**src/design/sbtc_pkg.sv**
```systemverilog
// constants for the sixteen-bit timer/counter
package sbtc_pkg;

  // ****************************************
  // clock source select codes
  // ****************************************
  localparam logic [1:0] SRC_INSTR = 2'h0;
  localparam logic [1:0] SRC_SYSCLK = 2'h1;
  localparam logic [1:0] SRC_EXT = 2'h2;
  localparam logic [1:0] SRC_LFOSC = 2'h3;

  // ****************************************
  // sizes, resets and counts
  // ****************************************
  localparam int COUNT_W = 16;
  localparam int PRESC_W = 3;
  localparam logic [15:0] COUNT_RESET = 16'h0000;
  localparam logic [15:0] COUNT_MAX = 16'hFFFF;
  localparam logic [2:0] PRESC_RESET = 3'h0;
  localparam logic [1:0] INSTR_DIV_LAST = 2'h3;
  localparam logic [1:0] INSTR_RESET = 2'h0;
  localparam int EXT_SYNC_STAGES = 2;
  localparam int EXT_ASYNC_STAGES = 1;

endpackage : sbtc_pkg

```
**src/design/sbtc_edge_det.sv**
```systemverilog
// edge detector with a chain of sampling flops
`timescale 1ns/1ps
`default_nettype none
module sbtc_edge_det #(
  parameter int STAGES = 2
) (
  // clock and reset
  input wire logic clk,
  input wire logic arst_n,
  // sampled level
  input wire logic levelIn,
  // edges of the last stage
  output logic riseTick,
  output logic fallTick
);

  logic [STAGES:0] chain_q;

  // with two stages or more the first flop feeds only the next one
  always_ff @(posedge clk or negedge arst_n)
  begin
    if (!arst_n)
    begin
      chain_q <= '0;
    end
    else
    begin
      chain_q <= {chain_q[STAGES-1:0], levelIn};
    end
  end

  assign riseTick = chain_q[STAGES-1] & ~chain_q[STAGES];
  assign fallTick = ~chain_q[STAGES-1] & chain_q[STAGES];

endmodule // sbtc_edge_det
`default_nettype wire

```
**src/design/sbtc_prescale.sv**
```systemverilog
// 1/2/4/8 prescaler ahead of the counter
`timescale 1ns/1ps
`default_nettype none
module sbtc_prescale (
  // clock and reset
  input wire logic clk,
  input wire logic arst_n,
  // control
  input wire logic [1:0] rateSel,
  input wire logic clear,
  input wire logic tickIn,
  // division period complete
  output logic tickOut
);

  logic [2:0] presc_q;
  logic [2:0] presc_d;
  logic [2:0] lastValue;
  logic atLast;

  assign lastValue = 3'(({2'h0, 1'b1} << rateSel) - 3'h1);
  assign atLast = (presc_q == lastValue);
  assign tickOut = tickIn & atLast & ~clear;
  assign presc_d = clear ? sbtc_pkg::PRESC_RESET :
                   !tickIn ? presc_q :
                   atLast ? sbtc_pkg::PRESC_RESET : 3'(presc_q + 3'h1);

  always_ff @(posedge clk or negedge arst_n)
  begin
    if (!arst_n)
    begin
      presc_q <= sbtc_pkg::PRESC_RESET;
    end
    else
    begin
      presc_q <= presc_d;
    end
  end
endmodule // sbtc_prescale
`default_nettype wire

```
**src/design/sbtc_top.sv**
```systemverilog
// sixteen-bit timer/counter with clock select, prescaler, gate and oscillator
`timescale 1ns/1ps
`default_nettype none
module sbtc_top (
  // clock and reset
  input wire logic clk,
  input wire logic arst_n,
  // control bits
  input wire logic timerOn,
  input wire logic gateEnable,
  input wire logic gatePolarity,
  input wire logic [1:0] clockSourceSelect,
  input wire logic [1:0] prescaleSelect,
  input wire logic secOscEnable,
  input wire logic syncDisable,
  input wire logic sleepMode,
  // count byte writes and flag clear
  input wire logic wrLowEn,
  input wire logic wrHighEn,
  input wire logic [7:0] wrData,
  input wire logic overflowClear,
  // clock and gate pins
  input wire logic extClockPin,
  input wire logic lowFreqInternalOsc,
  input wire logic secOscInPin,
  input wire logic gatePin,
  // count and status
  output logic [7:0] countHighByte,
  output logic [7:0] countLowByte,
  output logic overflowFlag,
  output logic wakeRequest,
  // secondary oscillator
  output logic secOscRunning,
  output logic secOscOutPin
);

  // ****************************************
  // state
  // ****************************************
  logic [15:0] count_q;
  logic [15:0] count_d;
  logic [1:0] instrDiv_q;
  logic armed_q;
  logic armed_d;
  logic overflow_q;
  logic overflow_d;
  logic wake_q;
  logic oscRun_q;
  logic oscOut_q;

  // ****************************************
  // source selection
  // ****************************************
  logic wrAny;
  logic instrTick;
  logic extRaw;
  logic extRiseSync;
  logic extFallSync;
  logic extRiseAsync;
  logic extFallAsync;
  logic lfRise;
  logic selExt;
  logic asyncExt;
  logic extRise;
  logic extFall;
  logic srcTick;
  logic gateActive;
  logic countEnable;
  logic preTick;
  logic incTick;
  logic rollOver;

  assign wrAny = wrLowEn | wrHighEn;
  assign instrTick = (instrDiv_q == sbtc_pkg::INSTR_DIV_LAST);
  // an enabled crystal takes over the external input
  assign extRaw = secOscEnable ? secOscInPin : extClockPin;
  assign selExt = (clockSourceSelect == sbtc_pkg::SRC_EXT);
  assign asyncExt = selExt & syncDisable;

  // switching the path between sync and async may lose or add one edge, accepted
  assign extRise = syncDisable ? extRiseAsync : extRiseSync;
  assign extFall = syncDisable ? extFallAsync : extFallSync;

  sbtc_edge_det #(
    .STAGES(sbtc_pkg::EXT_SYNC_STAGES)
  ) u_extSync (
    .clk(clk),
    .arst_n(arst_n),
    .levelIn(extRaw),
    .riseTick(extRiseSync),
    .fallTick(extFallSync)
  );

  sbtc_edge_det #(
    .STAGES(sbtc_pkg::EXT_ASYNC_STAGES)
  ) u_extAsync (
    .clk(clk),
    .arst_n(arst_n),
    .levelIn(extRaw),
    .riseTick(extRiseAsync),
    .fallTick(extFallAsync)
  );

  sbtc_edge_det #(
    .STAGES(1)
  ) u_lfOsc (
    .clk(clk),
    .arst_n(arst_n),
    .levelIn(lowFreqInternalOsc),
    .riseTick(lfRise),
    .fallTick()
  );

  always_comb
  begin
    case (clockSourceSelect)
      sbtc_pkg::SRC_INSTR: srcTick = instrTick;
      sbtc_pkg::SRC_SYSCLK: srcTick = 1'b1;
      sbtc_pkg::SRC_EXT: srcTick = extRise & armed_q;
      sbtc_pkg::SRC_LFOSC: srcTick = lfRise;
      default: srcTick = 1'b0;
    endcase
  end

  // ****************************************
  // enable, gate and prescaler
  // ****************************************
  assign gateActive = (gatePin == gatePolarity);
  // in sleep only the asynchronous external path still sees edges
  assign countEnable = timerOn & (!gateEnable | gateActive)
                       & (!sleepMode | asyncExt);

  sbtc_prescale u_presc (
    .clk(clk),
    .arst_n(arst_n),
    .rateSel(prescaleSelect),
    .clear(wrAny),
    .tickIn(srcTick & countEnable),
    .tickOut(preTick)
  );

  assign incTick = preTick;
  assign rollOver = incTick & (count_q == sbtc_pkg::COUNT_MAX);

  // ****************************************
  // next values
  // ****************************************
  always_comb
  begin
    count_d = count_q;
    if (wrLowEn)
    begin
      count_d[7:0] = wrData;
    end
    if (wrHighEn)
    begin
      count_d[15:8] = wrData;
    end
    if (!wrAny && incTick)
    begin
      count_d = 16'(count_q + 16'h0001);
    end
  end

  // arming is lost on disable or write and regained by a falling edge
  assign armed_d = (!timerOn || wrAny) ? 1'b0 : (armed_q | extFall);
  // a rollover in the clearing cycle still leaves the flag set
  assign overflow_d = (rollOver & !wrAny) | (overflow_q & !overflowClear);

  // ****************************************
  // registers
  // ****************************************
  always_ff @(posedge clk or negedge arst_n)
  begin
    if (!arst_n)
    begin
      count_q <= sbtc_pkg::COUNT_RESET;
      instrDiv_q <= sbtc_pkg::INSTR_RESET;
      armed_q <= 1'b0;
      overflow_q <= 1'b0;
      wake_q <= 1'b0;
    end
    else
    begin
      count_q <= count_d;
      instrDiv_q <= 2'(instrDiv_q + 2'h1);
      armed_q <= armed_d;
      overflow_q <= overflow_d;
      wake_q <= sleepMode & (wake_q | (rollOver & !wrAny));
    end
  end

  // oscillator amplifier runs whenever enabled, sleep has no say
  always_ff @(posedge clk or negedge arst_n)
  begin
    if (!arst_n)
    begin
      oscRun_q <= 1'b0;
      oscOut_q <= 1'b0;
    end
    else
    begin
      oscRun_q <= secOscEnable;
      oscOut_q <= secOscEnable & ~secOscInPin;
    end
  end

  assign countHighByte = count_q[15:8];
  assign countLowByte = count_q[7:0];
  assign overflowFlag = overflow_q;
  assign wakeRequest = wake_q;
  assign secOscRunning = oscRun_q;
  assign secOscOutPin = oscOut_q;
endmodule // sbtc_top
`default_nettype wire

```
**config.mk**
```make
export PLATFORM = sky130hd
export DESIGN_NAME = sbtc_top
export DESIGN_NICKNAME = d
export VERILOG_FILES = /design/src/design/sbtc_pkg.sv /design/src/design/sbtc_edge_det.sv /design/src/design/sbtc_prescale.sv /design/src/design/sbtc_top.sv
export SDC_FILE = /design/constraint.sdc
export NUM_CORES = 1
export LEC_CHECK = 0
export BUFFER_PORTS_ARGS = -buffer_cell sky130_fd_sc_hd__buf_2
export CAP_MARGIN = 20
export CORE_ASPECT_RATIO = 1.5
export CORE_MARGIN = 5
export CORE_UTILIZATION = 46
export CTS_BUF_LIST = sky130_fd_sc_hd__clkbuf_4 sky130_fd_sc_hd__clkbuf_8 sky130_fd_sc_hd__clkbuf_16
export CTS_CLUSTER_SIZE = 28
export DETAILED_ROUTE_END_ITERATION = 8
export PLACE_DENSITY = 0.73
export SYNTH_ARGS = -nofsm -noshare
export SYNTH_HDL_FRONTEND = slang
export SYNTH_SLANG_ARGS = --single-unit
```
**constraint.sdc**
```tcl
create_clock -name clk -period 2.05 [get_ports clk]
set_input_delay 0.41 -clock clk [delete_from_list [all_inputs] [get_ports clk]]
set_output_delay 0.41 -clock clk [all_outputs]
set_load 0.02 [all_outputs]
```
; ---- After elaboration in Yosys (flattened, before gate mapping)
; Index checks and enable logic that the tools add are counted.
[totals]
output_inout_bits = 20
in_bits = 27
wordCells = 76
register_bits = 33
[classes]
reduce_logical = 11
n_mux = 11
add_sub_neg = 4
eq_ne = 7
n_shift = 1
n_bitwise = 30
[op_table]
columns = operator, count
row1 = AND 1 bit, 17
row2 = adder 16 x 1 -> 16 bit (second input constant), 1
row3 = == test 16 bit (second input constant), 1
row4 = 2-to-1 mux 16 bit, 1
row5 = 2-to-1 mux 8 bit, 2
row6 = 2-to-1 mux 3 bit, 3
row7 = inverter 1 bit, 7
row8 = == test 2 bit (second input constant), 3
row9 = OR 1 bit, 6
row10 = nonzero test 2 bit, 3
row11 = zero test 1 bit, 5
row12 = 2-to-1 mux 1 bit, 4
row13 = case mux 1 bit (4 select lines), 1
row14 = adder 3 x 1 -> 3 bit (second input constant), 1
row15 = == test 3 bit, 1
row16 = << shifter 1 x 2 -> 3 bit (first input constant), 1
row17 = subtractor 3 x 1 -> 3 bit (second input constant), 1
row18 = adder 2 x 1 -> 2 bit (second input constant), 1
row19 = == test 2 x 1 -> 1 bit (second input constant), 1
row20 = zero test 2 bit, 1
row21 = == test 1 bit, 1
row22 = logical AND 1 bit, 1
row23 = logical OR 1 bit, 1

; ---- Depth between registers and ports, before layout
; Gate-level depths: netlist of the first run.
[logic_depth]
ltp_word = 12
mapped_depth = 8
depth_no_buf = 7

; ---- Cells and area by module
; Synthesis of the first run repeated with hierarchy kept, for this count alone.
[hier_totals]
cells_unflattened = 171
hier_area_um2 = 1732.9
[by_module_without_submodules]
columns = module, instances, cells_per_inst, seq_area_each_um2, area_per_inst_um2
row1 = sbtc_top, 1, 133, 575.6, 1277.5
row2 = sbtc_prescale, 1, 25, 75.1, 235.2
row3 = sbtc_edge_det at u_extAsync ..., 2, 4, 50.0, 65.1
row4 = sbtc_edge_det at u_extSync, 1, 5, 75.1, 90.1

; ---- Worst setup path before layout of the first run
; No wires, ideal clock.
[synth_path]
path_kind = input-to-reg
start = input prescaleSelect[1]
end = register count_q[6]
slack_ps = -34
required_time_ps = 1925
arrival_time_ps = 1960
setup_time_ps = 125
stages = 7
path_cell_list = or4_1 mux2i_1 a31oi_1 buf_2 nor4b_1 xor2_1 mux2_2
[synth_between]
elab_chain_cells = 7
[synth_lines]
columns = element, line
row1 = "start, declared", sbtc_top.sv:13  ; input wire logic [1:0] prescaleSelect,
row2 = << shifter 1 x 2 -> 3 bit *, sbtc_prescale.sv:21  ; assign lastValue = 3'(({2'h0, 1'b1} << rateSel) - 3'h1);
row3 = subtractor 3 x 1 -> 3 bit *, sbtc_prescale.sv:21
row4 = == test 3 bit *, sbtc_prescale.sv:22  ; assign atLast = (presc_q == lastValue);
row5 = AND 1 bit * (2 in a row), sbtc_prescale.sv:23  ; assign tickOut = tickIn & atLast & ~clear;
row6 = logical AND 1 bit *, sbtc_top.sv:159  ; if (!wrAny && incTick)
row7 = 2-to-1 mux 16 bit or nonzero test 2 bit (tied branches), --
row8 = "end signal, assigned", sbtc_top.sv:177  ; count_q <= sbtc_pkg::COUNT_RESET;
row9 = "end signal, assigned", sbtc_top.sv:185  ; count_q <= count_d;
row10 = "end, declared", sbtc_top.sv:40  ; logic [15:0] count_q;
; Mark *: on every way between the ends. The rest lies on a longest branch, timed or not.
; A chain may end at the register's enable or synchronous reset.

; ---- Worst setup path in the final report of the first run
[layout_path]
start = register u_presc.presc_q[2]
end = register count_q[5]
[layout_between]
elab_chain_cells = 5
[layout_lines]
columns = element, line
row1 = "start, declared", sbtc_prescale.sv:16  ; logic [2:0] presc_q;
row2 = "start signal, assigned", sbtc_prescale.sv:32  ; presc_q <= sbtc_pkg::PRESC_RESET;
row3 = "start signal, assigned", sbtc_prescale.sv:36  ; presc_q <= presc_d;
row4 = == test 3 bit *, sbtc_prescale.sv:22
row5 = AND 1 bit * (2 in a row), sbtc_prescale.sv:23
row6 = logical AND 1 bit *, sbtc_top.sv:159
row7 = 2-to-1 mux 16 bit or nonzero test 2 bit (tied branches), --
; Marks and branches as above.

==> results of run 1 <==
## critical path, delay by kind of cell (launching register included)
| family | cells | cell delay [ns] |
|---|---|---|
| AND/OR/NAND/NOR | 2 | 0.86 |
| AO/OA/AOI/OAI | 3 | 0.64 |
| flip-flops | 1 | 0.39 |
| multiplexers | 1 | 0.18 |
## final timing paths
check	endpoint	slack [ns]	depth (start not counted)
worst max-delay path	count_q[5]	-0.12	6
worst min-delay path	count_q[3]	0.18	1
worst max register to register	count_q[5]	-0.12	6
worst min register to register	u_lfOsc.chain_q[1]	0.39	0
max in group asynchronous	count_q[1]	1.41	1
min in group clk	u_lfOsc.chain_q[0]	0.24	1
## synth_stat cells (all sizes together), types with 2 or more instances
library cell,number,area (µm²)
buf,2,10.0
o211ai,2,20.0
a21oi,2,10.0
a311oi,3,26.3
and3,2,12.5
xor2,2,17.5
nor4,6,43.8
and2,3,18.8
mux2,4,45.0
xnor2,5,43.8
nor3,5,25.0
o21ai,7,35.0
ha,3,37.5
a221oi,4,41.3
a31oi,2,12.5
clkbuf,3,11.3
nand3b,5,37.5
a211oi,3,22.5
dfrtp,31,776
nand3,4,20.0
nor2,9,33.8
or2,3,21.3
mux2i,6,60.1
nand4,2,12.5
nand2,14,52.6
nor4b,3,38.8
nor2b,6,37.5
inv,9,33.8
## stage by stage
step | utilization | cell area, µm² | setup slack (ns) | cells | TNS (ns)
final | 0.669 | 2290 | -0.118 | 271 | -0.654
after global routing | 0.669 | 2290 | -0.181 | 271 | -1.74
after CTS | 0.621 | 2120 | -0.0467 | 265 | -0.243
after detailed placement | 0.592 | 2020 | -0.188 | 258 | -2.05
after global placement | 0.592 | 2020 | -0.165 | 258 | -1.54
after floorplan | - | 1650 | 0.00500 | 160 | 0
## logic make-up after synthesis
group	share of synthesized area
flops	0.473
mux	0.0641
xor+xnor	0.0374
compound gates	0.134
simple gates	0.234
buf+inv	0.0336
fa+ha+maj	0.0229
## power breakdown
part	switching [mW]	internal, mW
Sequential	0.0413	0.651
Clock	0.204	0.239
Combinational	0.167	0.122
Total	0.412	1.01
## routing by layer
metal  GRT usage  part of all wire
met1       0.229              0.36
met2       0.343              0.57
met3      0.0497             0.055
met4      0.0619             0.013
met5           0                 0
## layout by cell type, fill, tap and decap left out, drive strengths merged, types with 2 or more instances in the layout
| cell type | n |
|---|---|
| nor4 | 6 |
| mux2 | 4 |
| nand2 | 14 |
| nor2b | 6 |
| a211oi | 3 |
| a31oi | 2 |
| and3 | 2 |
| mux2i | 6 |
| inv | 9 |
| a221oi | 4 |
| o211ai | 2 |
| nand3 | 4 |
| buf | 68 |
| nand4 | 2 |
| or2 | 3 |
| dfrtp | 31 |
| o21ai | 7 |
| a311oi | 3 |
| clkbuf | 6 |
| ha | 3 |
| xnor2 | 5 |
| and2 | 3 |
| a21oi | 2 |
| nor2 | 9 |
| xor2 | 2 |
| nor3 | 5 |
| nor4b | 3 |
| nand3b | 5 |
## area by class of cell
class	instances	area [µm²]
tap	42	52.6
timing repair buffer	68	404
inverter	9	33.8
clock buffer	6	76.3
multi-input combinational	115	943
sequential	31	776
fill	277	1130
## what timing repair did
item / 4_1_cts / 5_1_grt
hold buffers: 0 / 0
setup buffers: 1 / 5
gates resized for setup: 3 / 22
hold endpoints to repair: 0 / 0
pin swaps: 6 / 5
setup endpoints to repair: 10 / 18
gates cloned: 0 / 1
## registers in the layout, summed over array words and instances, names as in the netlist, 2 cells and up
signal / flops
count_q: 16
instrDiv_q: 2
u_extSync.chain_q: 2
u_lfOsc.chain_q: 2
u_presc.presc_q: 3
==> metrics.txt, run 1 <==
status=complete, but fails checks; failing checks=setup timing; Cell variety after synth=44; post-route ant nets=0; clk slew on worst S/H paths=around 0.060 ns; Max-Cap Viols=0; grt ovf=0; Async SR Flop Fraction=1.00; Max FO, Critical Path=5; number of global-route vias before repair=approximately 1600; Total Routing Usage GR=0.197; num rows=26; startpoint types=flop; via count=about 1500; CTS root buf=clkbuf_8; Crit. Startpoint=u_presc.presc_q[2]; Final nets=between 200 and 300; initial antenna violation count=0; nature of the critical path endpoint=flop; Core ar.=3420 µm²; # port buffers=between 40 and 50; clk sinks=31; sequential share of the synthesized area=0.473; layout cells sized above 1=0.424; CTS tree=yes; CP max stage delay=0.54 ns; Initial Util=0.480; CP Data Required Time=between 2 and 2.5 ns; die width=58.7 µm; critical path arrival=~2.4 ns; Area Overhead vs Synth=39.5%; CTS Buf Count=5; skew final=between 0.007 and 0.008 ns; CP Cell Sequence=or4_4 -> mux2i_4 -> a31oi_4 -> or2_4 -> o41a_1 -> a221oi_2; Syn. warnings=0; Period minus WS final=about 2.2 ns; ys flop type=dfrtp_1; Mapped Nets=190; final hold vios=0; Worst Max-Slew Pin Slew=about 0.71 ns; wire length per cell=between 15 and 20 µm; drt drc=0; period utilization=1.06; Post-synth EDFFs=0; CTS Buffer Depth=2; CTS H-Tree Depth=2; synthesized instance count=160; routability cong.=about 0.91; Mean Syn Cell Area=around 10 µm²; dpl hpwl=roughly 3400 µm; Hold Crit Class=input pin to async pin; largest net degree at the start of global routing=32; #FFs+latches synth=31; I/O pin cnt=between 40 and 50; total power draw=around 1.4 mW; Worst slew margin=0.526; Highest Clock Rate=about 0.46 GHz; Pleak=around 1.0 nW; clk_lat worst skew=0.28 ns; antenna fix cells=0; 1st-iter DRT viols=51; total wire length=about 4800 µm; Die Area=a little under 5000 µm²; Slew Limit Fails=0; first-pass GRT wire length=7460 µm; first-pass iteration count of the detailed router=4; unrepaired setup endpoints after global routing=true; Post-Syn Area=1640 µm²; reg-to-reg startpoint=u_presc.presc_q[2]; Final setup viols=11; Chip Height=around 83 µm; Max VDD drop=roughly 0.0005 V; slowest CP cell=or4_4; CP Class=flop to flop; PD cells=623 nW/µm²; worst hold margin=around 0.18 ns; Final WS setup=-0.118 ns; vias per inst=about 5.7
Note: power is estimated with default switching activity, not from simulation.
==> run 2: changes to the inputs <==
- RECOVER_POWER: default -> 25
==> run 2 against run 1 <==
- setup slack lost 0.0021 ns
- largest power group unchanged
- sequential share of layout area grew 0.093 points
- the flow finishes with violations (capacitance limit, slew limit, setup timing)
- sequential cell count stayed put
- sequential power barely moved
- critical path type unchanged
- highest routed layer unchanged
- via count unchanged
- die area is the same
- clock-buffer cell count unchanged
==> metrics.txt, run 2 (same netlist as run 1, synthesis figures left out) <==
status=complete, but fails checks (unchanged); failing checks=capacitance limit, slew limit, setup timing (was setup timing); dpl hpwl=3400 µm (unchanged); top flop regs=count_q (16), u_presc.presc_q (3) (unchanged); met3 WL post-DR=260 µm (was 263 µm); Post-CTS Hold Buffers=0 (unchanged); routability cong.=0.906 (unchanged); Fill cells=280 (was 277); 1st-iter DRT viols=52 (was 51); max FFs per register=16 (unchanged); I/O pin cnt=47 (unchanged); CTS tree=yes (unchanged); drt drc=0 (unchanged); nature of the critical path endpoint=flop (unchanged); Final WS setup=-0.120 ns (was -0.118 ns); Final nets=260 (unchanged); clock share of power=0.311 (about the same); Initial Util=0.480 (unchanged); Hold Crit Class=input pin to flop (was input pin to async pin); PD cells=624 nW/µm² (was 623 nW/µm²); skew final=0.00770 ns (was 0.00777 ns); Sw Ratio=0.290 (was 0.289); grt ovf=0 (unchanged); Highest Clock Rate=0.461 GHz (about the same); Worst Max-Slew Pin Slew=1.70 ns (was 0.711 ns); Area Overhead vs Synth=39.1% (was 39.5%); hold path depth=1; Slew Limit Fails=32 (was 0); Max-Cap Viols=1 (was 0); period utilization=1.06 (about the same); Die Area=4880 µm² (unchanged); Post-Route M1 WL=1750 µm (about the same); die width=58.7 µm (unchanged); RR Endpoint=count_q[5] (unchanged); # port buffers=46 (unchanged); clk slew on worst S/H paths=0.06 ns (about the same); via count=1544 (unchanged); Worst slew margin=-0.132 (was 0.526); CTS root buf=clkbuf_8 (unchanged); Max VDD drop=0.000505 V (was 0.000506 V); worst hold margin=0.241 ns (was 0.178 ns); CP Class=flop to flop (unchanged); most frequent cells in the layout=buf_2, dfrtp_1, buf_4, nand2_1, inv_1 (unchanged); Psw=0.412 mW (about the same); final core utilization=0.667 (was 0.669); R2R setup slack=-0.12 ns (about the same); reg-to-reg startpoint=u_presc.presc_q[2] (unchanged); max layer used=met4 (unchanged); Period minus WS final=2.17 ns (about the same); Combinational Power Share=0.202 (was 0.203); startpoint types=flop (unchanged); Core ar.=3420 µm² (unchanged); Routed met2 length=2730 µm (about the same); Final setup viols=11 (unchanged); commonest non-fill, non-tap cell in the layout=buf_2 (unchanged); hold path start=lowFreqInternalOsc; num rows=26 (unchanged); Total Routing Usage GR=0.197 (unchanged); Largest Register=count_q (unchanged); layout cells sized above 1=0.410 (was 0.424); clk_lat worst skew=0.28 ns (about the same); CP Data Required Time=2.24 ns (about the same); clk sinks=31 (unchanged); CTS H-Tree Depth=2 (unchanged); initial antenna violation count=0 (unchanged); vias per inst=5.70 (unchanged); total wire length=4800 µm (about the same); CTS Buf Count=5 (unchanged); final hold vios=0 (unchanged); post-route ant nets=0 (unchanged); largest net degree at the start of global routing=32 (unchanged); antenna fix cells=0 (unchanged); total power draw=1.42 mW (about the same); Max FO, Critical Path=5 (unchanged); P_int=1.01 mW (about the same); wire length per cell=17.7 µm (about the same); Chip Height=83.1 µm (unchanged); unrepaired setup endpoints after global routing=true (unchanged); number of global-route vias before repair=1555 (unchanged); Pleak=1.04 nW (was 1.05 nW); first-pass iteration count of the detailed router=4 (unchanged); worst hold endpoint=u_lfOsc.chain_q[0]; first-pass GRT wire length=7460 µm (unchanged); number of cells on the worst reg-to-reg path=6 (unchanged); Flop pwr share=0.487 (was 0.486); critical path arrival=2.36 ns (was 2.35 ns); CTS Buffer Depth=2 (unchanged)
run 2: changes by cell type in the layout (fill, tap and decap cells not counted), sizes merged:
| cell | change |
|---|---|
| clkbuf | +3 |
| buf | -3 |
run 2: final cells by class:
type                       count  area, µm²  share of cell area
inverter                       9       33.8              0.0148
sequential                    31        776               0.340
clock buffer                   6       76.3              0.0335
timing repair buffer          68        398               0.175
multi-input combinational    115        943               0.414
tap                           42       52.6              0.0231
run 2: layer usage:
layer / global-route usage / up-vias
met3: 0.0497 / 8
met5: 0 / -
met2: 0.343 / 58
met1: 0.229 / 756
met4: 0.0619 / 0
li1: - / 722
run 2: metrics by stage:
| step | std cells | worst slack, ns | setup TNS, ns | area [µm²] |
|---|---|---|---|---|
| 2_1_floorplan | 160 | 0.00500 | 0 | 1650 |
| 3_3_place_gp | 258 | -0.165 | -1.54 | 2020 |
| 3_5_place_dp | 258 | -0.188 | -2.05 | 2020 |
| 4_1_cts | 265 | -0.0467 | -0.243 | 2120 |
| 5_1_grt | 271 | -0.181 | -1.74 | 2280 |
| 6_report | 271 | -0.120 | -0.671 | 2280 |
run 2: critical path, stage by stage, from the launching register on:
cell and delay [ns]:
dfrtp_1 0.39, or4_4 0.54, mux2i_4 0.18, a31oi_4 0.07, or2_4 0.32, o41a_1 0.39, a221oi_2 0.18
run 2: worst max path at each step:
stage	from	end	slack [ns]	depth (start not counted)
floorplan	prescaleSelect[1]	count_q[5]	0.005	6
global placement	prescaleSelect[1]	count_q[12]	-0.16	9
detailed placement	prescaleSelect[1]	count_q[12]	-0.19	9
CTS	u_presc.presc_q[2]	count_q[12]	-0.05	8
global route	u_presc.presc_q[2]	count_q[12]	-0.18	8
finish	u_presc.presc_q[2]	count_q[5]	-0.12	6
run 2: repair_timing:
| item | CTS | global route |
|---|---|---|
| endpoints found under the setup margin | 10 | 18 |
| buffers inserted | 1 | 5 |
| pin swaps | 6 | 5 |
| cloned | 0 | 1 |
| resized for setup | 3 | 22 |
run 2: power groups by stage:
stage / clock network, mW / registers (mW) / logic [mW]
after detailed placement: 0 / 0.701 / 0.256
after global routing: 0.484 / 0.699 / 0.312
after global placement: 0 / 0.698 / 0.248
final: 0.443 / 0.692 / 0.287
after CTS: 0.456 / 0.691 / 0.259
after floorplan: 0 / 0.734 / 0.0994
==> run 3: changes to the inputs <==
- CORE_UTILIZATION: 46 -> 50
- PLACE_DENSITY: 0.73 -> 0.75
- SETUP_SLACK_MARGIN: default -> 0.3
- SYNTH_HIERARCHICAL: default -> 1
- clock period: 2.05 -> 2.6 ns (I/O delays scaled with it)
==> run 3 against run 2 <==
- the run still ends with capacitance limit, slew limit, setup timing left
- sequential share of layout area up 0.54 points
- sequential cell count up 2
- fmax down 18%
- synthesized area up 5.2%
- register-to-register slack better by 0.06 ns
- final area up 4.8%
- final cell count up 3.7%
- largest cell class unchanged
==> metrics.txt, run 3 <==
reg-to-reg startpoint=u_extSync/chain_q[2] (was u_presc.presc_q[2]); routability cong.=0.875 (was 0.906); # port buffers=46 (unchanged); slowest CP cell=or4_4 (unchanged); Period minus WS final=2.66 ns (was 2.17 ns); critical path arrival=2.84 ns (was 2.36 ns); Pleak=1.07 nW (was 1.04 nW); CTS root buf=clkbuf_8 (unchanged); CTS Buffer Depth=2 (unchanged); clk sinks=33 (was 31); Final nets=268 (was 260); Area Overhead vs Synth=38.5% (was 39.1%); Final WS setup=-0.0624 ns (was -0.120 ns); CP max stage delay=0.42 ns (was 0.54 ns); number of global-route vias before repair=1745 (was 1555); clk_lat worst skew=0.29 ns (was 0.28 ns); CP Data Required Time=2.77 ns (was 2.24 ns); drt drc=0 (unchanged); total wire length=4850 µm (was 4800 µm); Max-Cap Viols=1 (unchanged); skew final=0.00540 ns (was 0.00770 ns); Die Area=4750 µm² (was 4880 µm²); initial antenna violation count=0 (unchanged); I/O pin cnt=47 (unchanged); period utilization=1.02 (was 1.06); Highest Clock Rate=0.376 GHz (was 0.461 GHz); Chip Height=81.9 µm (was 83.1 µm); num rows=26 (unchanged); Crit. Startpoint=u_extSync/chain_q[2] (was u_presc.presc_q[2]); unrepaired setup endpoints after global routing=true (unchanged); final instance area=2390 µm² (was 2280 µm²); Initial Util=0.510 (was 0.480); 1st-iter DRT viols=70 (was 52); Mean Syn Cell Area=10.1 µm² (was 10.2 µm²); fin cells=281 (was 271); vias per inst=5.88 (was 5.70); setup TNS=-0.0870 ns (was -0.671 ns); Total Routing Usage GR=0.213 (was 0.197); CTS Buf Count=5 (unchanged); Hold Crit Class=input pin to flop (unchanged); Mapped Nets=200 (was 190); synthesized instance count=170 (was 160); layout cells sized above 1=0.423 (was 0.410); antenna fix cells=0 (unchanged); Worst Max-Slew Pin Slew=1.78 ns (was 1.70 ns); Post-Syn Area=1720 µm² (was 1640 µm²); Slew Limit Fails=34 (was 32); clk slew on worst S/H paths=0.08 ns (was 0.06 ns); hold path start=lowFreqInternalOsc (unchanged); final hold vios=0 (unchanged); post-route ant nets=0 (unchanged); commonest non-fill, non-tap cell in the layout=buf_2 (unchanged); Largest Register=count_q (unchanged); most frequent cells in the layout=buf_2, dfrtp_1, buf_4, nand2_1, nor2b_1 (was buf_2, dfrtp_1, buf_4, nand2_1, inv_1); startpoint types=flop (unchanged); PD cells=540 nW/µm² (was 624 nW/µm²); wire length per cell=17.2 µm (was 17.7 µm); Max VDD drop=0.000455 V (was 0.000505 V); failing checks=capacitance limit, slew limit, setup timing (unchanged); CP Cell Sequence=nor2b_1 -> inv_1 -> o311a_1 -> o22ai_1 -> and3_1 -> nor2b_4 -> o21a_1 -> nand3_2 -> or4_4 -> o31a_1 -> o31a_1 (was or4_4 -> mux2i_4 -> a31oi_4 -> or2_4 -> o41a_1 -> a221oi_2); status=complete, but fails checks (unchanged); Placed Area=2140 µm² (was 2020 µm²); max FFs per register=16 (unchanged); nature of the critical path endpoint=flop (unchanged); Cells after DPL=268 (was 258); first-pass iteration count of the detailed router=4 (unchanged); via count=1653 (was 1544); R2R setup slack=-0.06 ns (was -0.12 ns); grt ovf=0 (unchanged); DP Worst Slack=-0.274 ns (was -0.188 ns); dpl hpwl=3500 µm (was 3400 µm); Syn. warnings=6 (was 0); largest net degree at the start of global routing=34 (was 32); CTS tree=yes (unchanged); Final setup viols=3 (was 11); CP bufs+invs=1 (was 0); Top Family by Delay on Critical Path=compound AO/OA/AOI/OAI gates (was simple AND/OR/NAND/NOR gates); top flop regs=count_q (16), u_extSync/chain_q (3), u_presc/presc_q (3) (was count_q (16), u_presc.presc_q (3)); die width=57.9 µm (was 58.7 µm); CP Class=flop to flop (unchanged); CTS H-Tree Depth=2 (unchanged); Max FO, Critical Path=2 (was 5); cell mode on critical path=o31a_1; Worst slew margin=-0.187 (was -0.132); first-pass GRT wire length=7820 µm (was 7460 µm); Core ar.=3380 µm² (was 3420 µm²)
[run 3: report_power, final]
group	internal (mW)	switching, mW
registers	0.545	0.0430
clock network	0.287	0.208
logic	0.0860	0.121
total	0.918	0.372
[run 3: area by class of cell]
class	instances	area [µm²]
fill	264	995
multi-input combinational	124	983
sequential	33	826
timing repair buffer	66	382
clock buffer	5	68.8
tap	42	52.6
clock inverter	3	46.3
inverter	8	30.0
[run 3: final timing paths]
path	to	depth (start not counted)
worst min-delay path	u_lfOsc/chain_q[0]	1
worst min register to register	u_extSync/chain_q[1]	0
min in group asynchronous	u_extSync/chain_q[0]	1
worst max register to register	count_q[13]	11
max in group asynchronous	instrDiv_q[0]	1
worst max-delay path	count_q[13]	11
[run 3: repair_timing]
| item | in CTS | in global routing |
|---|---|---|
| pin swaps | 1 | 4 |
| resized for setup | 12 | 14 |
| setup buffers | 2 | 3 |
| hold buffers | 0 | 0 |
| setup endpoints to repair | 15 | 18 |
[run 3: through the flow]
step / util / power [mW] / hold slack [ns]
4_1_cts: 0.686 / 1.29 / 0.313
3_3_place_gp: 0.632 / 0.777 / 0.336
2_1_floorplan: - / 0.695 / 0.224
3_5_place_dp: 0.632 / 0.787 / 0.339
5_1_grt: 0.706 / 1.35 / 0.325
6_report: 0.706 / 1.29 / 0.339
[run 3: routing by layer]
metal | track usage | wire length [µm] | vias up
li1 | - | - | 768
met2 | 0.403 | 2720 | 66
met4 | 0.0812 | 76 | 0
met5 | 0 | 0 | -
met1 | 0.228 | 1720 | 813
met3 | 0.0425 | 328 | 6
